$ cat config.mk
export PLATFORM = sky130hd
export DESIGN_NAME = acs_sequencer
export DESIGN_NICKNAME = d
export VERILOG_FILES = /design/src/verilog/acs_pkg.sv /design/src/verilog/acs_sequencer.sv /design/src/verilog/acs_sar_step.sv
export VERILOG_INCLUDE_DIRS = /design/src /design/src/verilog
export SDC_FILE = /design/constraint.sdc
export NUM_CORES = 1
export LEC_CHECK = 0
export BUFFER_PORTS_ARGS = -buffer_cell sky130_fd_sc_hd__buf_2
export CAP_MARGIN = 20
export CORE_ASPECT_RATIO = 0.9
export CORE_MARGIN = 2
export CORE_UTILIZATION = 45
export CTS_CLUSTER_DIAMETER = 100
export CTS_CLUSTER_SIZE = 40
export DETAILED_ROUTE_END_ITERATION = 16
export GPL_TIMING_DRIVEN = 0
export PLACE_DENSITY = 0.76
export REMOVE_ABC_BUFFERS = 1
export SLEW_MARGIN = 40
export SYNTH_ARGS = -nofsm -noshare
export SYNTH_HDL_FRONTEND = slang
export SYNTH_HIERARCHICAL = 1
export SYNTH_SLANG_ARGS = --single-unit
export TNS_END_PERCENT = 20
$ cat constraint.sdc
create_clock -name clock -period 5.7 [get_ports clock]
set_input_delay 0.57 -clock clock [delete_from_list [all_inputs] [get_ports clock]]
set_output_delay 0.57 -clock clock [all_outputs]
set_load 0.02 [all_outputs]
$ cat src/verilog/acs_consts.svh
// register offsets, field positions, reset values and timing counts of the conversion sequencer
`ifndef ACS_CONSTS_SVH
`define ACS_CONSTS_SVH
`define ACS_ADDR_W 4
`define ACS_OFF_MODE 4'h0
`define ACS_OFF_RESULT 4'h1
`define ACS_OFF_IRQCTL 4'h2
`define ACS_OFF_STATUS 4'h3
`define ACS_OFF_MASK 4'h4
`define ACS_MODE_START 0
`define ACS_MODE_HWSEL 1
`define ACS_MODE_CH_LO 2
`define ACS_MODE_RESET 8'h00
`define ACS_IRQCTL_FLAG 7
`define ACS_IRQCTL_MASK 6
`define ACS_IRQCTL_PRIO_LO 0
`define ACS_IRQCTL_RESET 8'h43
`define ACS_MASK_RESET 8'h00
`define ACS_SAMPLE_CYCLES 8'h04
`endif

$ cat src/verilog/acs_pkg.sv
// types of the conversion sequencer
package acs_pkg;
    typedef enum logic [3:0] {
        ACS_IDLE = 4'b0001,
        ACS_SAMPLE = 4'b0010,
        ACS_APPROX = 4'b0100,
        ACS_DONE = 4'b1000
    } acs_state_t;
endpackage

$ cat src/verilog/acs_sequencer.sv
// conversion sequencer: mode, result, interrupt registers and the sar control machine
//
// Decided for this implementation: the plain strobed port and the register offsets.
`timescale 1ns/10ps
`include "acs_consts.svh"
module acs_sequencer #(
    parameter int RES_W = 8,
    parameter int CH_NUM = 8
) (
    input wire logic clock, // 10 MHz system clock
    input wire logic rst_n, // asynchronous reset, active low
    input wire logic [`ACS_ADDR_W-1:0] regAddr, // register address
    input wire logic [7:0] regWdata, // write data
    input wire logic regWr, // write strobe
    input wire logic regRd, // read strobe
    output logic [7:0] regRdata, // read data, cycle after strobe
    input wire logic hardwareTriggerPin, // hardware start trigger
    input wire logic compHigh, // analog comparator result
    output logic [$clog2(CH_NUM)-1:0] channelSel, // analog input multiplexer select
    output logic [RES_W-1:0] ladderCode, // trial code to the ladder
    output logic sampleHold, // sample switch closed
    output logic conversionDoneInterrupt, // level interrupt request
    output logic [1:0] irqPriority // priority of this source
);
    import acs_pkg::*;

    // the sar control and the register layout serve one 8-bit result and eight inputs only
    if (RES_W != 8) begin : gBadWidth
        $error("acs_sequencer serves an 8-bit result only");
    end
    if (CH_NUM != 8) begin : gBadChannels
        $error("acs_sequencer serves eight channels only");
    end

    // reset leaves through two flops so every register wakes on the same edge
    logic rstMeta_n, rstSync_n;
    always_ff @(posedge clock or negedge rst_n) begin
        if (!rst_n) begin
            rstMeta_n <= 1'b0;
            rstSync_n <= 1'b0;
        end else begin
            rstMeta_n <= 1'b1;
            rstSync_n <= rstMeta_n;
        end
    end

    acs_state_t state_reg, state_next;
    logic [7:0] converterModeRegister_reg;
    logic [7:0] conversionResultRegister_reg;
    logic [7:0] converterInterruptControl_reg;
    logic [7:0] status_reg, mask_reg;
    logic [7:0] sampleCnt_reg;
    logic trigPrev_reg;
    logic [RES_W-1:0] trial;
    logic sarLast;

    wire logic wrMode = regWr && regAddr == `ACS_OFF_MODE;
    wire logic wrIrqCtl = regWr && regAddr == `ACS_OFF_IRQCTL;
    wire logic wrStatus = regWr && regAddr == `ACS_OFF_STATUS;
    wire logic wrMask = regWr && regAddr == `ACS_OFF_MASK;
    wire logic swStart = converterModeRegister_reg[`ACS_MODE_START];
    wire logic hwSelect = converterModeRegister_reg[`ACS_MODE_HWSEL];
    // the pin idles low, so the detector starts low after reset and sees no false edge
    wire logic trigEdge = hardwareTriggerPin && !trigPrev_reg;
    wire logic hwGo = hwSelect && trigEdge;
    wire logic swGo = !hwSelect && swStart;
    wire logic goNow = hwGo || swGo;
    wire logic sampleEnd = sampleCnt_reg == `ACS_SAMPLE_CYCLES - 8'h01;
    wire logic convDone = state_reg == ACS_APPROX && sarLast;
    wire logic [RES_W-1:0] finalCode = compHigh ? trial : (trial & ~{{(RES_W-1){1'b0}}, 1'b1});
    wire logic sarLoad = state_reg == ACS_SAMPLE && sampleEnd;
    wire logic sarStep = state_reg == ACS_APPROX;
    wire logic irqFlag = converterInterruptControl_reg[`ACS_IRQCTL_FLAG];
    wire logic irqMasked = converterInterruptControl_reg[`ACS_IRQCTL_MASK];
    wire logic irqPending = (irqFlag && !irqMasked) || |(status_reg & ~mask_reg);
    wire logic [7:0] statusNext = (status_reg & ~({8{wrStatus}} & regWdata)) | {7'h00, convDone};
    wire logic [7:0] irqCtlWr = wrIrqCtl ? regWdata : converterInterruptControl_reg;
    // a done event in the same cycle as a software clear leaves the flag set
    wire logic [7:0] irqCtlNext = convDone ? (irqCtlWr | (8'h01 << `ACS_IRQCTL_FLAG)) : irqCtlWr;

    logic [7:0] rdMux;
    always_comb begin
        case (regAddr)
            `ACS_OFF_MODE: rdMux = converterModeRegister_reg;
            `ACS_OFF_RESULT: rdMux = conversionResultRegister_reg;
            `ACS_OFF_IRQCTL: rdMux = converterInterruptControl_reg;
            `ACS_OFF_STATUS: rdMux = status_reg;
            `ACS_OFF_MASK: rdMux = mask_reg;
            default: rdMux = 8'h00;
        endcase
    end

    always_comb begin
        state_next = state_reg;
        case (state_reg)
            ACS_IDLE: if (goNow) state_next = ACS_SAMPLE;
            ACS_SAMPLE: if (sampleEnd) state_next = ACS_APPROX;
            ACS_APPROX: if (sarLast) state_next = ACS_DONE;
            ACS_DONE: state_next = swGo ? ACS_SAMPLE : ACS_IDLE;
            default: state_next = ACS_IDLE;
        endcase
    end

    acs_sar_step #(.RES_W(RES_W)) sar (
        .clock(clock),
        .rstSync_n(rstSync_n),
        .load(sarLoad),
        .step(sarStep),
        .compHigh(compHigh),
        .trial(trial),
        .last(sarLast)
    );

    always_ff @(posedge clock or negedge rstSync_n) begin
        if (!rstSync_n) begin
            state_reg <= ACS_IDLE;
            sampleCnt_reg <= 8'h00;
            trigPrev_reg <= 1'b0;
        end else begin
            state_reg <= state_next;
            sampleCnt_reg <= state_reg == ACS_SAMPLE ? sampleCnt_reg + 8'h01 : 8'h00;
            trigPrev_reg <= hardwareTriggerPin;
        end
    end

    always_ff @(posedge clock or negedge rstSync_n) begin
        if (!rstSync_n) begin
            converterModeRegister_reg <= `ACS_MODE_RESET;
            conversionResultRegister_reg <= 8'h00;
            converterInterruptControl_reg <= `ACS_IRQCTL_RESET;
            status_reg <= 8'h00;
            mask_reg <= `ACS_MASK_RESET;
        end else begin
            if (wrMode) converterModeRegister_reg <= regWdata;
            if (convDone) conversionResultRegister_reg <= finalCode;
            converterInterruptControl_reg <= irqCtlNext;
            status_reg <= statusNext;
            if (wrMask) mask_reg <= regWdata;
        end
    end

    always_ff @(posedge clock or negedge rstSync_n) begin
        if (!rstSync_n) begin
            regRdata <= 8'h00;
            channelSel <= '0;
            ladderCode <= '0;
            sampleHold <= 1'b0;
            conversionDoneInterrupt <= 1'b0;
            irqPriority <= 2'h3;
        end else begin
            regRdata <= regRd ? rdMux : 8'h00;
            channelSel <= converterModeRegister_reg[`ACS_MODE_CH_LO +: 3];
            ladderCode <= trial;
            sampleHold <= state_next == ACS_SAMPLE;
            conversionDoneInterrupt <= irqPending;
            irqPriority <= converterInterruptControl_reg[`ACS_IRQCTL_PRIO_LO +: 2];
        end
    end
endmodule

$ cat src/verilog/acs_sar_step.sv
// one successive-approximation engine: trial code, bit pointer and decided result
`timescale 1ns/10ps
module acs_sar_step #(
    parameter int RES_W = 8
) (
    input wire logic clock, // system clock
    input wire logic rstSync_n, // synchronised reset, active low
    input wire logic load, // begin a new approximation
    input wire logic step, // decide the current bit
    input wire logic compHigh, // comparator: input at or above trial
    output logic [RES_W-1:0] trial, // trial code to the ladder
    output logic last // current bit is the lsb
);
    logic [RES_W-1:0] bitReg;
    logic [RES_W-1:0] trialReg;
    wire logic [RES_W-1:0] keptBits = compHigh ? trialReg : (trialReg & ~bitReg);
    wire logic [RES_W-1:0] nextBit = bitReg >> 1;
    assign trial = trialReg;
    assign last = bitReg[0];
    if (RES_W < 2) begin : gBadWidth
        $error("acs_sar_step needs RES_W of at least 2");
    end
    always_ff @(posedge clock or negedge rstSync_n) begin
        if (!rstSync_n) begin
            bitReg <= '0;
            trialReg <= '0;
        end else if (load) begin
            bitReg <= {1'b1, {(RES_W-1){1'b0}}};
            trialReg <= {1'b1, {(RES_W-1){1'b0}}};
        end else if (step) begin
            bitReg <= nextBit;
            trialReg <= keptBits | nextBit;
        end
    end
endmodule

==> results.md, run 1 <==
* DP Cell Count at 455
* Width of the die at 103 um
* Power density over cell area at 328 nW/um^2
* Largest net degree at the start of global routing at 42
* Placement Cell Area at 4310 sq um
* Layout area overhead at 15.4%
* Leak at 0.00204 uW
* Fmax at 512 MHz
* First-pass detailed-route iteration total at 4
* Run status: finished clean
* Yosys top cell area share at 55.3%
* Initial Util at 46.5%
* H-Tree Level Count at 3
* Core area at 8570 sq um
* # IOs at 41
* Die H at 93.2 um
* Commonest non-fill, non-tap cell in the layout: dfrtp_1
* WHS at 0.189 ns
* Synth unique cells at 46
* Final WL at 7640 um
* Pre-CTS WS at 3.42 ns
* Die ar. at 9610 sq um
* Final Instance Area at 4590 sq um
* Post_cts resized at 0
* Max stage delay on crit path at 0.62 ns
* RSZ-0062 raised after global routing: no
* Post-synth top flop: dfrtp_1
* CTS max path bufs at 2
* Final worst clock skew at 0.0108 ns
* Worst-Skew Late Latency at 0.35 ns
* Arrival @ worst endpoint at 2.16 ns
* TritonCTS clock tree: done
* Share of async-settable or async-resettable flops after synthesis at 100%
* Reg clk slew, reported paths at 0.09 ns
* Final Non-Filler Cells at 472
* CP Launch Type: register
* Synthesized area per cell at 13.1 sq um
* DR WL/cell at 16.2 um
* Worst R2R Setup Slack at 3.75 ns
* Antenna violations before repair at 0
* Slew HR at 53.8%
* Fin. max-slew vios at 0
* Clk root buf: clkbuf_8
* Post-synth EDFFs at 0
* Vias in the first global route at 2639
* Clk sinks at 94
* DRT antenna net count at 0
* #FFs+latches synth at 94
* Final global-route overflow total at 0
* Vias post-DR at 2534
* Setup Fix Bufs, Post-CTS at 0
* Maximum vdd drop at 0.234 mV
* # nets final at 367
* Final worst slack at 3.75 ns
* Total negative slack at 0 ns
* Hold Vio Cnt, Final at 0
* Hold WC Path Type: register to asynchronous set/reset pin
* Global-route wire length before repair at 12900 um
* Top post-synthesis cells by area: dfrtp_1 (55%), mux2_2 (11%), dfstp_2 (4.0%)
* Num CTS Buffers at 9
* Dpl hpwl at 5210 um
* WS Path Type: register to register
* Critical Path Slowest Stage Cell: nor4b_4
* Crit. End Element: register
* Min Clock Period, post-route at 1.95 ns
* Yosys warns at 6
* Worst-margin pin slew at 0.683 ns
* Placer Congestion at 0.789
* Post-synthesis sequential area ratio at 59.3%
* Post-Synthesis Cells at 304
* Rows at 32
* Final period util at 34.2%
* Most frequent cells in the layout: dfrtp_1 (87), mux2_2 (40), buf_2 (40)
* Vias/cell at 5.37
* Worst path bufs/invs at 0
* DRC violations left at 0
* GRT Total Usage at 17.4%
* First DRT Iteration DRCs at 114
* CP Cell Sequence: nor4b_4 > nor2b_2 > a311oi_2
* Share of layout cells above drive strength 1 at 37.1%
* Mapped Area at 3980 sq um
* Synth area leader: dfrtp_1
* CP top delay family: simple AND/OR/NAND/NOR gates
* Max Cap Violations at 0
* Final Setup Violations at 0
* I/O Buffers at 40
* Critical Path RT at 5.91 ns
* Worst-path maximum fanout at 13
* # diodes at 0
## final timing paths
path                                          from                         endpoint  cells after the start
worst min-delay path                     rstSync_n     converterModeRegister_reg[4]                      0
min in group clock              hardwareTriggerPin                     trigPrev_reg                      1
worst min register to register           rstSync_n     converterModeRegister_reg[4]                      0
max in group asynchronous                rstSync_n  conversionResultRegister_reg[5]                      2
worst max-delay path                  state_reg[1]                     sar/trial[2]                      3
worst max register to register        state_reg[1]                     sar/trial[2]                      3
## metrics by stage
step	total power (uW)	util, %
finish	1510	53.6
CTS	1520	53.4
detailed placement	980	50.3
global placement	966	49.7
floorplan	917	-
global route	1580	53.6
## where the power goes
group | internal (uW) | switching, uW | total [uW]
clock network | 315 | 224 | 539
logic | 91.2 | 90.7 | 182
registers | 739 | 46.6 | 786
## cell usage after synthesis, types with 4 or more instances
cell type and count:
a21boi_0 7, a21oi_1 26, a22oi_1 9, a311oi_2 7
buf_2 5, buf_4 4, dfrtp_1 88, dfstp_2 6
inv_1 11, mux2_2 40, mux2_4 6, nand2_1 20
nand2b_1 10, nand3_1 8, nor2_1 8, o21ai_0 4
## what timing repair did
action                     in CTS  in global routing
setup endpoints to repair       0                  0
hold endpoints to repair        2                  0
hold buffers                    1                  0
## final cells by class
type / count / area [sq um]
clock buffers: 11 / 151
clock inverters: 5 / 105
fillers: 729 / 3970
inverters: 11 / 41.3
multi-input cells: 188 / 1530
flip-flops and latches: 94 / 2360
well taps: 119 / 149
repair buffers: 44 / 258
## logic make-up (layout without fill, tap and decap cells)
family          count (synthesis)  in the layout  synth area share (%)
fa+ha+maj                       1              1                 0.314
flops                          94             94                  59.3
mux                            46             46                  13.6
simple gates                   71             71                  10.8
compound gates                 65             65                  12.2
xor+xnor                        4              4                 0.880
other cells                     1              1                0.0942
buf+inv                        22             71                  2.83
## metal layers
layer  global-route usage (%)  part of all wire (%)  vias to the layer above
met1                     24.0                    44                     1274
met5                        0                     0                        -
met2                     27.5                    49                       73
li1                         -                     -                     1181
met3                     4.26                   6.1                        6
met4                     4.61                  0.92                        0
No activity file was read; power rests on OpenSTA's default activity.
==> run 2, diff against run 1 <==
==> constraint.sdc (replaced) <==
create_clock -name clock -period 1.9 [get_ports clock]
set_input_delay 0.19 -clock clock [delete_from_list [all_inputs] [get_ports clock]]
set_output_delay 0.19 -clock clock [all_outputs]
set_load 0.02 [all_outputs]
==> run 2 against run 1 <==
- critical path depth rose by 1
- utilization is 0.51 points higher
- sequential power rose to 3.0 times the previous value
- wire length increased by 1.1%
- clock power grew to 3.0 times the previous value
- total power increased to 3.0 times the previous value
- largest power group unchanged
==> results.md, run 2 (synthesis gave the netlist of run 1 again) <==
* Hold Startpoint: regWdata[4]
* Leak at 0.00206 uW
* Maximum vdd drop at 0.701 mV
* Share of layout cells above drive strength 1 at 37.8%
* Worst-Skew Late Latency at 0.35 ns
* CTS max path bufs at 2
* Total negative slack at 0 ns
* I/O Buffers at 40
* First DRT Iteration DRCs at 114
* Fill cells at 728
* Crit. End Element: register
* DR WL/cell at 16.2 um
* Placer Congestion at 0.789
* Dpl hpwl at 5210 um
* Worst-margin pin slew at 0.691 ns
* Width of the die at 103 um
* H-Tree Level Count at 3
* Power density over cell area at 975 nW/um^2
* RR Startpoint: sampleCnt_reg[4]
* Fmax at 577 MHz
* DP Cell Count at 455
* Reg clk slew, reported paths at 0.09 ns
* Die ar. at 9610 sq um
* Final Non-Filler Cells at 476
* # diodes at 0
* TritonCTS clock tree: done
* Vias in the first global route at 2656
* Placement Cell Area at 4310 sq um
* # IOs at 41
* Arrival @ worst endpoint at 1.95 ns
* Largest net degree at the start of global routing at 42
* Initial Util at 46.5%
* Reg2Reg Depth at 4
* Critical Path RT at 2.11 ns
* Fin. max-slew vios at 0
* GRT Total Usage at 17.4%
* Global-route wire length before repair at 12900 um
* Core area at 8570 sq um
* Hold Path End: status_reg[4]
* DRT antenna net count at 0
* Final period util at 91.3%
* DRC violations left at 0
* Final Instance Area at 4640 sq um
* WS Path Type: register to register
* Layout area overhead at 16.5%
* Antenna violations before repair at 0
* Final WL at 7730 um
* WHS at 0.0669 ns
* Worst R2R Setup Slack at 0.17 ns
* Final Setup Violations at 0
* Num CTS Buffers at 9
* Run status: finished clean
* Slew HR at 53.3%
* Hold WC Path Type: input pin to register
* Final worst clock skew at 0.0115 ns
* CP Launch Type: register
* Most frequent cells in the layout: dfrtp_1 (87), mux2_2 (40), buf_2 (40)
* Die H at 93.2 um
* FF-to-FF End: sar/bitReg[6]
* Clk sinks at 94
* Max Cap Violations at 0
* Min Clock Period, post-route at 1.73 ns
* First-pass detailed-route iteration total at 4
* Clk root buf: clkbuf_8
* Vias/cell at 5.40
* Pwr Total at 4520 uW
* # nets final at 371
* Hold Vio Cnt, Final at 0
* Vias post-DR at 2569
* Worst-path maximum fanout at 16
* Commonest non-fill, non-tap cell in the layout: dfrtp_1
* Rows at 32
* Area occupied by multi-input gates at 1540 sq um
* Hold Crit Depth at 2
* Final global-route overflow total at 0
* RSZ-0062 raised after global routing: no
* Seq. cell area at 2360 sq um
==> run 2: power by group <==
group	leakage, uW	internal (uW)	switching, uW
sequential	0.00116	2220	141
combinational	0.000778	275	273
clock	0.000122	946	669
==> run 2: what timing repair did <==
item                                    CTS  global route
buffers inserted                          0             3
pin swaps                                 0             2
hold buffers                              2             0
endpoints found under the setup margin   22            24
hold endpoints to repair                  3             0
gates resized for setup                   3             1
==> run 2: critical path, cell delays in order (launching register included) <==
cell	delay, ns
dfrtp_1	0.44
nor4_2	0.33
nand3_1	0.26
nor2_4	0.46
a21oi_1	0.10
==> run 2: worst max-delay path by stage <==
| stage | slack, ns | depth (start not counted) | startpoint | to |
|---|---|---|---|---|
| floorplan | -0.90 | 0 | rstSync_n | channelSel[0] |
| global placement | -1.83 | 0 | rstSync_n | sampleCnt_reg[6] |
| detailed placement | -0.30 | 3 | state_reg[1] | sar/trial[2] |
| CTS | -0.02 | 3 | state_reg[1] | conversionResultRegister_reg[7] |
| global route | 0.03 | 4 | sampleCnt_reg[4] | sar/bitReg[6] |
| finish | 0.17 | 4 | sampleCnt_reg[4] | sar/bitReg[6] |
==> run 2: metrics by stage <==
stage          setup WS, ns  util, %
2_1_floorplan        -0.902        -
3_3_place_gp          -1.83     49.7
3_5_place_dp         -0.301     50.3
4_1_cts             -0.0239     53.7
5_1_grt              0.0294     54.1
6_report              0.166     54.1
==> run 2: layout make-up <==
cell class,instances,area share [%]
sequential,94,51.0
multi-input combinational,188,33.2
timing repair buffer,48,6.26
clock buffer,11,3.26
tap,119,3.21
clock inverter,5,2.27
inverter,11,0.890
==> run 2: layer usage <==
metal  GRT usage [%]  share of wire [%]
met3            4.19                5.4
met5               0                  0
met2            27.8                 49
met1            23.9                 45
met4            4.61               0.91
